===== config.mk =====
export PLATFORM = sky130hd
export DESIGN_NAME = adcrc_ctrl
export DESIGN_NICKNAME = d
export VERILOG_FILES = /design/src/adcrc_pkg.sv /design/src/adcrc_ctrl.sv
export VERILOG_INCLUDE_DIRS = /design/src
export SDC_FILE = /design/constraint.sdc
export NUM_CORES = 1
export LEC_CHECK = 0
export BUFFER_PORTS_ARGS = -buffer_cell sky130_fd_sc_hd__buf_2
export CAP_MARGIN = 40
export CORE_MARGIN = 1
export CORE_UTILIZATION = 51
export DETAILED_ROUTE_END_ITERATION = 8
export MAX_ROUTING_LAYER = met4
export PLACE_DENSITY = 0.77
export SETUP_SLACK_MARGIN = 0.3
export SYNTH_ARGS = -nofsm -noshare
export SYNTH_HDL_FRONTEND = slang
export SYNTH_SLANG_ARGS = --single-unit

===== constraint.sdc =====
create_clock -name core_clk_i -period 3.2 [get_ports core_clk_i]
set_input_delay 0.16 -clock core_clk_i [delete_from_list [all_inputs] [get_ports core_clk_i]]
set_output_delay 0.16 -clock core_clk_i [all_outputs]
set_load 0.1 [all_outputs]

===== src/adcrc_cfg.svh =====
// Register offsets, field positions, reset values and timing counts
`ifndef ADCRC_CFG_SVH
`define ADCRC_CFG_SVH
`define ADCRC_OFF_SC1      8'h00
`define ADCRC_OFF_SC2      8'h04
`define ADCRC_OFF_RH       8'h08
`define ADCRC_OFF_RL       8'h0c
`define ADCRC_OFF_CVH      8'h10
`define ADCRC_OFF_CVL      8'h14
`define ADCRC_OFF_CFG      8'h18
`define ADCRC_OFF_IST      8'h1c
`define ADCRC_OFF_IMSK     8'h20
`define ADCRC_SC2_ACT_BIT  7
`define ADCRC_SC2_TRG_BIT  6
`define ADCRC_SC2_CFE_BIT  5
`define ADCRC_SC2_GE_BIT   4
`define ADCRC_SC1_CONV_COMPLETE_FLAG_BIT 7
`define ADCRC_CFG_MODE_LSB 2
`define ADCRC_MODE_8BIT    2'b00
`define ADCRC_MODE_10BIT   2'b10
`define ADCRC_CH_OFF       5'h1f
`define ADCRC_SC2_RST      8'h00
`define ADCRC_CV_RST       8'h00
`define ADCRC_CFG_RST      8'h00
`define ADCRC_CONV_NS      100
`define ADCRC_CLK_PS       4000
`define ADCRC_CONV_CYC     ((`ADCRC_CONV_NS * 1000 + `ADCRC_CLK_PS - 1) / `ADCRC_CLK_PS)
`define ADCRC_IRQ_DONE     0
`define ADCRC_IRQ_DROP     1
`endif


===== src/adcrc_pkg.sv =====
// Types of the converter result and compare control
package adcrc_pkg;
  typedef enum logic [1:0] {
    ADCRC_IDLE = 2'b00,
    ADCRC_CONV = 2'b01
  } adcrc_state_e;
  typedef logic [9:0] adcrc_result_t;
endpackage : adcrc_pkg


===== src/adcrc_ctrl.sv =====
// Converter result, compare and trigger control with AXI4-Lite registers
// Summary of operation
// - Active flag bit 7 set at conversion start, cleared at finish or abort.
// - Bit 6 selects start source: register write or hardware trigger.
// - Bit 5 enables the automatic compare function.
// - Bit 4: 0 less-than compare, 1 greater-or-equal compare.
// - Result-high holds top two bits; zero in 8-bit mode.
// - Results load each completion unless compare enabled and false, or results locked.
// - In 10-bit mode reading result-high locks results until result-low read.
// - Completion while locked discards that result.
// - 8-bit mode applies no read interlock.
// - Result-low holds low eight bits or whole 8-bit result.
// - Compare-high bits used only in 10-bit mode with compare on.
// - Compare-low bits checked against low eight result bits in both modes.
// - With compare enabled, complete flag sets only when compare true.
// - Mode code 00 is 8-bit, 10 is 10-bit, others reserved.
// - Writing control one aborts; restarts only with register trigger and channel not all ones.
`timescale 1ns/1ps
`include "adcrc_cfg.svh"
module adcrc_ctrl
  import adcrc_pkg::*;
(
  input  wire logic        core_clk_i,
  input  wire logic        rst_i,
  input  wire logic [7:0]  s_axi_awaddr_i,
  input  wire logic        s_axi_awvalid_i,
  output logic             s_axi_awready_o,
  input  wire logic [31:0] s_axi_wdata_i,
  input  wire logic [3:0]  s_axi_wstrb_i,
  input  wire logic        s_axi_wvalid_i,
  output logic             s_axi_wready_o,
  output logic [1:0]       s_axi_bresp_o,
  output logic             s_axi_bvalid_o,
  input  wire logic        s_axi_bready_i,
  input  wire logic [7:0]  s_axi_araddr_i,
  input  wire logic        s_axi_arvalid_i,
  output logic             s_axi_arready_o,
  output logic [31:0]      s_axi_rdata_o,
  output logic [1:0]       s_axi_rresp_o,
  output logic             s_axi_rvalid_o,
  input  wire logic        s_axi_rready_i,
  input  wire logic        hw_trigger_in_i,
  input  wire logic        conv_done_i,
  input  wire logic [9:0]  conv_data_i,
  output logic             conv_start_o,
  output logic             conv_abort_o,
  output logic [4:0]       channel_select_field_o,
  output logic             irq_o
);

  localparam logic [15:0] CONV_CYC = 16'(`ADCRC_CONV_CYC);

  // AXI write channel capture
  logic [7:0]  aw_addr_r;
  logic        aw_have_r;
  logic [31:0] w_data_r;
  logic [3:0]  w_strb_r;
  logic        w_have_r;
  logic        wr_fire;
  logic [7:0]  ar_addr;
  logic        rd_fire;

  // Register state
  logic [4:0]  chan_r;
  logic        conv_complete_flag_r;
  logic        trg_sel_r;
  logic        cfe_r;
  logic        ge_r;
  logic        act_r;
  logic [1:0]  mode_r;
  logic [9:0]  cv_r;
  logic [9:0]  res_r;
  logic        lock_r;
  logic [1:0]  ist_r;
  logic [1:0]  imsk_r;
  logic        hwt_prev_r;
  adcrc_state_e state_r;
  logic [15:0] cnt_r;
  logic [9:0]  sample_r;

  logic        wr_sc1;
  logic        hw_edge;
  logic        start;
  logic        finish;
  logic        is10;
  logic        cmp_true;
  logic        keep;
  logic        rd_rh;
  logic        rd_rl;
  logic [7:0]  rd_val;
  logic        rd_ok;

  function automatic logic hit(input logic [7:0] a, input logic [7:0] off);
    hit = (a == off);
  endfunction : hit

  assign s_axi_awready_o = !aw_have_r && !s_axi_bvalid_o;
  assign s_axi_wready_o  = !w_have_r && !s_axi_bvalid_o;
  assign wr_fire         = aw_have_r && w_have_r && !s_axi_bvalid_o;
  assign s_axi_arready_o = !s_axi_rvalid_o;
  assign rd_fire         = s_axi_arvalid_i && s_axi_arready_o;
  assign ar_addr         = s_axi_araddr_i;

  always_ff @(posedge core_clk_i) begin
    if (rst_i) begin
      aw_have_r <= 1'b0;
      aw_addr_r <= 8'h00;
    end else if (s_axi_awvalid_i && s_axi_awready_o) begin
      aw_have_r <= 1'b1;
      aw_addr_r <= s_axi_awaddr_i;
    end else if (wr_fire) begin
      aw_have_r <= 1'b0;
    end
  end

  always_ff @(posedge core_clk_i) begin
    if (rst_i) begin
      w_have_r <= 1'b0;
      w_data_r <= 32'h0000_0000;
      w_strb_r <= 4'h0;
    end else if (s_axi_wvalid_i && s_axi_wready_o) begin
      w_have_r <= 1'b1;
      w_data_r <= s_axi_wdata_i;
      w_strb_r <= s_axi_wstrb_i;
    end else if (wr_fire) begin
      w_have_r <= 1'b0;
    end
  end

  // Write response, unmapped addresses answer DECERR
  always_ff @(posedge core_clk_i) begin
    if (rst_i) begin
      s_axi_bvalid_o <= 1'b0;
      s_axi_bresp_o  <= 2'b00;
    end else if (wr_fire) begin
      s_axi_bvalid_o <= 1'b1;
      s_axi_bresp_o  <= (aw_addr_r > `ADCRC_OFF_IMSK || aw_addr_r[1:0] != 2'b00) ? 2'b11 : 2'b00;
    end else if (s_axi_bready_i) begin
      s_axi_bvalid_o <= 1'b0;
    end
  end

  // Byte lane 0 carries all register data
  logic wr_lane0;
  assign wr_lane0 = wr_fire && w_strb_r[0];
  assign wr_sc1   = wr_lane0 && hit(aw_addr_r, `ADCRC_OFF_SC1);

  always_ff @(posedge core_clk_i) begin
    if (rst_i) begin
      chan_r <= `ADCRC_CH_OFF;
    end else if (wr_sc1) begin
      chan_r <= w_data_r[4:0];
    end
  end

  // Active bit not writable; reserved bits dropped
  always_ff @(posedge core_clk_i) begin
    if (rst_i) begin
      trg_sel_r <= 1'b0;
      cfe_r     <= 1'b0;
      ge_r      <= 1'b0;
    end else if (wr_lane0 && hit(aw_addr_r, `ADCRC_OFF_SC2)) begin
      trg_sel_r <= w_data_r[`ADCRC_SC2_TRG_BIT];
      cfe_r     <= w_data_r[`ADCRC_SC2_CFE_BIT];
      ge_r      <= w_data_r[`ADCRC_SC2_GE_BIT];
    end
  end

  always_ff @(posedge core_clk_i) begin
    if (rst_i) begin
      cv_r   <= {2'b00, `ADCRC_CV_RST};
      mode_r <= `ADCRC_MODE_8BIT;
    end else if (wr_lane0) begin
      if (hit(aw_addr_r, `ADCRC_OFF_CVH)) cv_r[9:8] <= w_data_r[1:0];
      if (hit(aw_addr_r, `ADCRC_OFF_CVL)) cv_r[7:0] <= w_data_r[7:0];
      // Mode field with reserved codes kept as written
      if (hit(aw_addr_r, `ADCRC_OFF_CFG)) mode_r <= w_data_r[`ADCRC_CFG_MODE_LSB +: 2];
    end
  end

  always_ff @(posedge core_clk_i) begin
    if (rst_i) begin
      imsk_r <= 2'b00;
    end else if (wr_lane0 && hit(aw_addr_r, `ADCRC_OFF_IMSK)) begin
      imsk_r <= w_data_r[1:0];
    end
  end

  assign hw_edge = hw_trigger_in_i && !hwt_prev_r;
  assign start   = (wr_sc1 && w_data_r[4:0] != `ADCRC_CH_OFF && !trg_sel_r)
                 || (trg_sel_r && hw_edge && chan_r != `ADCRC_CH_OFF && !wr_sc1);
  assign finish  = (state_r == ADCRC_CONV) && conv_done_i && !wr_sc1;

  always_ff @(posedge core_clk_i) begin
    if (rst_i) begin
      hwt_prev_r <= 1'b0;
    end else begin
      hwt_prev_r <= hw_trigger_in_i;
    end
  end

  always_ff @(posedge core_clk_i) begin
    if (rst_i) begin
      conv_start_o <= 1'b0;
      conv_abort_o <= 1'b0;
    end else begin
      conv_start_o <= start;
      conv_abort_o <= wr_sc1 && act_r;
    end
  end

  assign channel_select_field_o = chan_r;

  always_ff @(posedge core_clk_i) begin
    if (rst_i) begin
      state_r <= ADCRC_IDLE;
      act_r   <= 1'b0;
      cnt_r   <= 16'h0000;
    end else if (start) begin
      state_r <= ADCRC_CONV;
      act_r   <= 1'b1;
      cnt_r   <= CONV_CYC;
    end else if (wr_sc1 || finish) begin
      state_r <= ADCRC_IDLE;
      act_r   <= 1'b0;
    end else if (cnt_r != 16'h0000) begin
      cnt_r <= cnt_r - 16'h0001;
    end
  end

  assign is10 = (mode_r == `ADCRC_MODE_10BIT);
  always_comb begin
    // Top bits forced to zero in 8-bit mode
    sample_r = is10 ? conv_data_i : {2'b00, conv_data_i[7:0]};
  end

  always_comb begin
    if (is10) begin
      cmp_true = ge_r ? (sample_r >= cv_r) : (sample_r < cv_r);
    end else begin
      cmp_true = ge_r ? (sample_r[7:0] >= cv_r[7:0]) : (sample_r[7:0] < cv_r[7:0]);
    end
  end

  // Discard when compare on and false
  assign keep = cfe_r && !cmp_true;

  assign rd_rh = rd_fire && hit(ar_addr, `ADCRC_OFF_RH);
  assign rd_rl = rd_fire && hit(ar_addr, `ADCRC_OFF_RL);

  // Lock on high read in 10-bit mode; none in 8-bit
  always_ff @(posedge core_clk_i) begin
    if (rst_i) begin
      lock_r <= 1'b0;
    end else if (rd_rl || !is10) begin
      lock_r <= 1'b0;
    end else if (rd_rh) begin
      lock_r <= 1'b1;
    end
  end

  // Locked results discarded; whole sample stored
  always_ff @(posedge core_clk_i) begin
    if (rst_i) begin
      res_r <= 10'h000;
    end else if (finish && !keep && !(lock_r && is10)) begin
      res_r <= sample_r;
    end
  end

  // Complete flag gated by compare; set wins over clear
  always_ff @(posedge core_clk_i) begin
    if (rst_i) begin
      conv_complete_flag_r <= 1'b0;
    end else if (finish && !keep) begin
      conv_complete_flag_r <= 1'b1;
    end else if (wr_sc1 || rd_rl) begin
      conv_complete_flag_r <= 1'b0;
    end
  end

  // Sticky events: done, result dropped by lock; set wins over W1C
  logic [1:0] ev;
  logic [1:0] w1c;
  assign ev[`ADCRC_IRQ_DONE] = finish && !keep;
  assign ev[`ADCRC_IRQ_DROP] = finish && !keep && lock_r && is10;
  assign w1c = (wr_lane0 && hit(aw_addr_r, `ADCRC_OFF_IST)) ? w_data_r[1:0] : 2'b00;

  always_ff @(posedge core_clk_i) begin
    if (rst_i) begin
      ist_r <= 2'b00;
    end else begin
      ist_r <= (ist_r & ~w1c) | ev;
    end
  end

  assign irq_o = |(ist_r & imsk_r);

  always_comb begin
    rd_ok = 1'b1;
    unique case (ar_addr)
      `ADCRC_OFF_SC1:  rd_val = {conv_complete_flag_r, 2'b00, chan_r};
      `ADCRC_OFF_SC2:  rd_val = {act_r, trg_sel_r, cfe_r, ge_r, 4'h0};
      `ADCRC_OFF_RH:   rd_val = {6'h00, res_r[9:8]};
      `ADCRC_OFF_RL:   rd_val = res_r[7:0];
      `ADCRC_OFF_CVH:  rd_val = {6'h00, cv_r[9:8]};
      `ADCRC_OFF_CVL:  rd_val = cv_r[7:0];
      `ADCRC_OFF_CFG:  rd_val = {4'h0, mode_r, 2'b00};
      `ADCRC_OFF_IST:  rd_val = {6'h00, ist_r};
      `ADCRC_OFF_IMSK: rd_val = {6'h00, imsk_r};
      default: begin
        rd_val = 8'h00;
        rd_ok  = 1'b0;
      end
    endcase
  end

  always_ff @(posedge core_clk_i) begin
    if (rst_i) begin
      s_axi_rvalid_o <= 1'b0;
      s_axi_rdata_o  <= 32'h0000_0000;
      s_axi_rresp_o  <= 2'b00;
    end else if (rd_fire) begin
      s_axi_rvalid_o <= 1'b1;
      s_axi_rdata_o  <= {24'h00_0000, rd_val};
      s_axi_rresp_o  <= rd_ok ? 2'b00 : 2'b11;
    end else if (s_axi_rready_i) begin
      s_axi_rvalid_o <= 1'b0;
    end
  end

endmodule : adcrc_ctrl


==> results.sh, run 1 <==
export IMPL_status="finished, final reports clean"
export IMPL_cts_clk_slew_worst_paths_ps=70
export IMPL_slew_headroom_pct=40.24
export IMPL_maxSlewViolCount=0
export IMPL_antenna_cells=0
export IMPL_synth_warnings=0
export IMPL_finalHoldViolCount=0
export IMPL_vias_per_cell=5.327
export IMPL_cts_repair_resized=0
export IMPL_dr_pass1_iters=5
export IMPL_multi_input_area_mm2=0.001896
export IMPL_powerDensity_mw_per_mm2=505.4
export IMPL_worstMarginPinSlew_ps=895.5
export IMPL_numCtsBuffers=9
export IMPL_max_freq_mhz=391.3
export IMPL_grt_use_total_pct=24.79
export IMPL_regArea_mm2=0.001421
export IMPL_grt_overflow_total=0
export IMPL_synth_edf_count=0
export IMPL_final_nets=574
export IMPL_timing_final_crit_share_pct=79.86
export IMPL_netlist_area_mm2=0.003570
export IMPL_insertion_delay_ps=350
export IMPL_synthDistinctLibCells=55
export IMPL_leakage_uw=0.001811
export IMPL_cts_max_level=3
export IMPL_start_util_pct=52.54
export IMPL_avgSynthCellArea_um2=8.206
export IMPL_post_cts_setup_buffers=0
export IMPL_syn_to_final_growth_pct=14.30
export IMPL_setup_viol=0
export IMPL_min_period_ps=2556
export IMPL_ios=120
export IMPL_drt_wirelength_per_cell_um=13.93
export IMPL_die_area_mm2=0.007338
export IMPL_syn_inst=435
export IMPL_arrival_ps=2760
export IMPL_stdcell_area_mm2=0.004080
export IMPL_hpwl_um=6265
export IMPL_fin_worst_skew_ps=10.54
export IMPL_max_vdd_ir_drop_uv=393.4
export IMPL_die_h_um=85.66
export IMPL_cts_tree="done"
export IMPL_finalWeightedCongestion=0.9042
export IMPL_clk_path_buf_depth=2
export IMPL_grt_pass1_vias=2843
export IMPL_end_kind="flop"
export IMPL_fin_setup_tns_ps=0
export IMPL_wl_um=8276
export IMPL_drc=0
export IMPL_die_x_um=85.66
export IMPL_grt_pass1_wl_um=13660
export IMPL_num_rows=30
export IMPL_ys_flop_type="dfxtp_1"
export IMPL_criticalPathCategory="reg2reg"
export IMPL_cap_viol_max_count=0
export IMPL_holdCritPathClass="in2reg"
export IMPL_crit_required_ps=3400
export IMPL_rsz0062_at_grt="no"
export IMPL_antenna_found_initial=0
export IMPL_async_reset_ff_share_pct=0
export IMPL_n_fill_cell=616
export IMPL_fp_coreArea_mm2=0.006794
export IMPL_cts_sinks=71
export IMPL_synth_seq_area_share_pct=39.82
export IMPL_grt_max_degree=31
export IMPL_ant_nets=0
export IMPL_critPathMaxFanout=10
export IMPL_start_kind="flop"
export IMPL_cts_root_buf="clkbuf_8"
export IMPL_drt_initial_drc_count=161
export IMPL_route_vias_total=3164
export IMPL_place_area_mm2=0.003849
export IMPL_portBuffers=68
export IMPL_ys_seq_elements=71
export IMPL_drive_above_1_share_pct=19.08
[critical path, stage by stage, from the launching register on]
cell and delay (ps):
dfxtp_1 370, inv_1 60, ha_1 310, nand4_1 190
o221ai_1 310, nor2_1 80, mux2_1 310, a21o_1 190
o22a_1 390, mux2i_1 200
[cells in the mapped netlist (2+ instances only)]
master,n,area (um2)
a311oi_1,2,17.52
and2_1,7,43.79
o21ai_0,7,35.03
a22oi_1,10,75.07
a222oi_1,2,20.02
a221o_1,2,20.02
nand4_1,2,12.51
a21oi_1,35,175.2
nand2b_1,4,25.02
o22ai_1,3,18.77
a21o_1,2,15.01
nor2b_1,4,25.02
nand2_1,79,296.5
dfxtp_1,71,1421
or4_1,2,15.01
and3_1,3,18.77
nor3_1,8,40.04
a31oi_1,2,12.51
nand3_1,9,45.04
clkbuf_1,17,63.81
a221oi_1,2,17.52
ha_1,10,125.1
or3_1,3,18.77
nor3b_1,2,15.01
inv_1,17,63.81
mux2_2,2,22.52
nor2_1,44,165.2
mux2i_1,32,320.3
buf_4,26,195.2
[placed cells by master (no fill, tap or decap), types with 2 or more instances in the layout]
| master | netlist | routed |
|---|---|---|
| and3_1 | 3 | 3 |
| nor2_2 | 0 | 2 |
| nor3_1 | 8 | 8 |
| nand2_1 | 79 | 79 |
| a31oi_1 | 2 | 2 |
| ha_1 | 10 | 10 |
| nand3_1 | 9 | 9 |
| conb_1 | 1 | 24 |
| mux2i_1 | 32 | 32 |
| nor2_1 | 44 | 42 |
| clkinv_2 | 0 | 3 |
| and2_1 | 7 | 7 |
| a21oi_1 | 35 | 35 |
| mux2_2 | 2 | 2 |
| inv_1 | 17 | 17 |
| bufinv_16 | 0 | 2 |
| a21o_1 | 2 | 2 |
| nor3b_1 | 2 | 2 |
| a311oi_1 | 2 | 2 |
| buf_2 | 1 | 68 |
| a221oi_1 | 2 | 2 |
| a221o_1 | 2 | 2 |
| nand2b_1 | 4 | 4 |
| a222oi_1 | 2 | 2 |
| a22oi_1 | 10 | 10 |
| o21ai_0 | 7 | 7 |
| or3_1 | 3 | 3 |
| clkbuf_8 | 0 | 10 |
| dfxtp_1 | 71 | 71 |
| or4_1 | 2 | 2 |
| o22ai_1 | 3 | 3 |
| nand4_1 | 2 | 2 |
| nor2b_1 | 4 | 4 |
[state kept, by name, indices dropped and copies added, names as in the netlist, 2 cells and up]
name	count
channel_select_field_o	5
cv_r	10
res_r	10
ist_r	2
aw_addr_r	8
mode_r	2
imsk_r	2
w_data_r	8
s_axi_rdata_o	8
[per-layer routing]
metal	GRT usage, %	share of wire, %	vias up
li1	-	-	1579
met1	32.27	44	1454
met2	38.62	47	118
met3	4.139	6.6	13
met4	9.697	1.9	0
met5	-	0	-
[metrics by stage]
step	util, %	setup WS (ps)	hold WS [ps]	instances	total power (uW)
floorplan	-	515.7	259.0	458	1256
global placement	56.65	692.0	344.3	577	1288
detailed placement	56.65	635.1	354.4	577	1294
CTS	60.06	629.2	32.89	594	2081
global route	60.06	417.0	49.03	594	2146
finish	60.06	644.4	45.84	594	2062
[path summary, 6_finish.rpt]
check	startpoint	to	slack, ps	cells past startpoint
setup / recovery	cv_r[7]$_SDFFE_PP0P_	res_r[5]$_SDFFE_PP0P_	640	9
hold / removal	s_axi_wdata_i[3]	w_data_r[3]$_SDFFE_PP0P_	50	3
setup reg to reg	cv_r[7]$_SDFFE_PP0P_	res_r[5]$_SDFFE_PP0P_	640	9
hold reg to reg	s_axi_rdata_o[1]$_SDFFE_PP0P_	s_axi_rdata_o[1]$_SDFFE_PP0P_	450	2
[logic make-up after synthesis]
family          count (synthesis)  synth area share [%]
compound gates                 79                 14.44
simple gates                  176                 22.57
other cells                     1                0.1051
fa+ha+maj                      10                 3.505
mux                            35                 9.919
buf+inv                        63                 9.639
flops                          71                 39.82
[power by group]
group / internal (uW) / total, uW / switching [uW]
Clock: 457 / 786 / 329
Combinational: 65.7 / 348 / 283
Sequential: 905 / 928 / 23.0
[timing repair]
item / 4_1_cts / 5_1_grt
endpoints found under the hold margin: 1 / 0
hold buffers: 1 / 0
endpoints found under the setup margin: 0 / 0
[cell type report]
class	instances	share of cell area (%)
clock inverter	6	2.055
sequential	71	34.84
timing repair buffer	70	8.770
inverter	17	1.564
multi-input combinational	324	46.46
tap	96	2.944
clock buffer	10	3.373
Power figures use the tool's default switching activity.
==> run 2, diff against run 1 <==
CORE_UTILIZATION = 46   (was 51)
PLACE_DENSITY = 0.73   (was 0.77)
clock period = 2.2 ns   (was 3.2 ns; I/O delays follow)
==> results.sh, run 2 (synthesized netlist as in run 1, its figures left out) <==
export IMPL_grt_use_total_pct=24.35
export IMPL_drt_wirelength_per_cell_um=15.04
export IMPL_setup_worst_path_start="cv_r[7]$_SDFFE_PP0P_"
export IMPL_rsz0062_at_grt="yes"
export IMPL_fp_coreArea_mm2=0.007370
export IMPL_numCtsBuffers=9
export IMPL_clk_path_buf_depth=2
export IMPL_die_x_um=90.09
export IMPL_die_h_um=90.09
export IMPL_antenna_cells=0
export IMPL_grt_max_degree=46
export IMPL_syn_to_final_growth_pct=26.81
export IMPL_finalHoldViolCount=3
export IMPL_criticalPathCategory="reg2reg"
export IMPL_drive_above_1_share_pct=26.84
export IMPL_regArea_mm2=0.001436
export IMPL_num_rows=31
export IMPL_vias_per_cell=5.347
export IMPL_crit_required_ps=2440
export IMPL_r2r_start="cv_r[7]$_SDFFE_PP0P_"
export IMPL_end_kind="flop"
export IMPL_route_vias_total=3358
export IMPL_cts_tree="done"
export IMPL_fin_worst_skew_ps=5.629
export IMPL_finalWeightedCongestion=0.8677
export IMPL_holdWs_ps=-3.047
export IMPL_start_util_pct=48.44
export IMPL_mostFrequentLayoutCell="nand2_1"
export IMPL_hp_start="s_axi_awaddr_i[5]"
export IMPL_status="complete, but fails checks"
export IMPL_final_nets=605
export IMPL_leakage_uw=0.001990
export IMPL_final_core_util_pct=61.43
export IMPL_powerDensity_mw_per_mm2=660.0
export IMPL_die_area_mm2=0.008116
export IMPL_hpwl_um=6684
export IMPL_drc=0
export IMPL_cts_sinks=71
export IMPL_multi_input_area_mm2=0.002049
export IMPL_violations="negative hold slack, negative setup slack"
export IMPL_ant_nets=0
export IMPL_min_period_ps=2302
export IMPL_fin_setup_tns_ps=-1009
export IMPL_portBuffers=68
export IMPL_top_regs="cv_r: 10 flops, res_r: 10 flops"
export IMPL_cts_root_buf="clkbuf_8"
export IMPL_dr_pass1_iters=5
export IMPL_grt_overflow_total=0
export IMPL_cts_max_level=3
export IMPL_n_fill_cell=668
export IMPL_insertion_delay_ps=360
export IMPL_ios=120
export IMPL_start_kind="flop"
export IMPL_fin_ws_ps=-102.0
export IMPL_wl_um=9442
export IMPL_critPathMaxFanout=5
export IMPL_antenna_found_initial=0
export IMPL_holdCritPathClass="in2reg"
export IMPL_drt_initial_drc_count=205
export IMPL_max_vdd_ir_drop_uv=350.2
export IMPL_arrival_ps=2550
export IMPL_cap_viol_max_count=0
export IMPL_grt_pass1_vias=3104
export IMPL_grt_pass1_wl_um=15290
export IMPL_max_freq_mhz=434.4
export IMPL_cts_clk_slew_worst_paths_ps=70
export IMPL_maxSlewViolCount=0
export IMPL_timing_final_crit_share_pct=104.6
export IMPL_final_cell_mix="nand2_1, buf_2, dfxtp_1"
export IMPL_setup_viol=13
==> run 2: cell type report <==
type | instances | share of cell area (%)
clock buffers | 14 | 3.593
clock inverters | 2 | 0.8568
inverters | 17 | 1.493
multi-input cells | 324 | 45.27
flip-flops and latches | 71 | 31.73
well taps | 99 | 2.736
repair buffers | 101 | 14.32
==> run 2: power breakdown <==
group	internal (uW)	total, uW	switching [uW]
clock network	590	1080	489
logic	128	554	426
registers	1310	1350	39.6
==> run 2: critical path: stages, from the launching register on <==
cell      delay (ps)
dfxtp_2          340
inv_2             40
ha_4             210
buf_4            130
a21oi_1          170
o221ai_2         140
nor2_1           160
mux2_4           320
a21o_1           180
o22a_4           230
buf_12           150
mux2i_1          120
==> run 2: through the flow <==
stage	setup slack [ps]	hold slack [ps]	std cells	power [uW]	cell area (um2)
after floorplan	136.9	198.8	458	1836	3761
after global placement	-18.71	290.6	597	1889	4083
after detailed placement	-72.38	292.6	597	1897	4083
after CTS	-86.23	0.06214	626	2963	4464
after global routing	-227.2	5.926	628	3092	4527
final	-102.0	-3.047	628	2988	4527
==> run 2: layer usage <==
layer,GRT usage (%),up-vias,wire [um]
met4,10.75,0,257
met3,3.807,29,541
li1,-,1637,-
met1,30.27,1558,4202
met5,-,-,0
met2,39.06,134,4441
==> run 2: worst paths after layout <==
path	end	slack [ps]	cells past startpoint
max reg2reg	res_r[5]$_SDFFE_PP0P_	-100	11
min	aw_addr_r[5]$_SDFFE_PP0P_	-3	3
max	res_r[5]$_SDFFE_PP0P_	-100	11
min reg2reg	s_axi_rdata_o[0]$_SDFFE_PP0P_	450	2
==> run 2: what timing repair did <==
action / CTS / global route
pin swaps: 0 / 5
endpoints found under the hold margin: 11 / 0
resized for setup: 8 / 8
hold buffers: 11 / 0
buffers inserted: 1 / 2
setup endpoints to repair: 13 / 23
cloned: 1 / 0
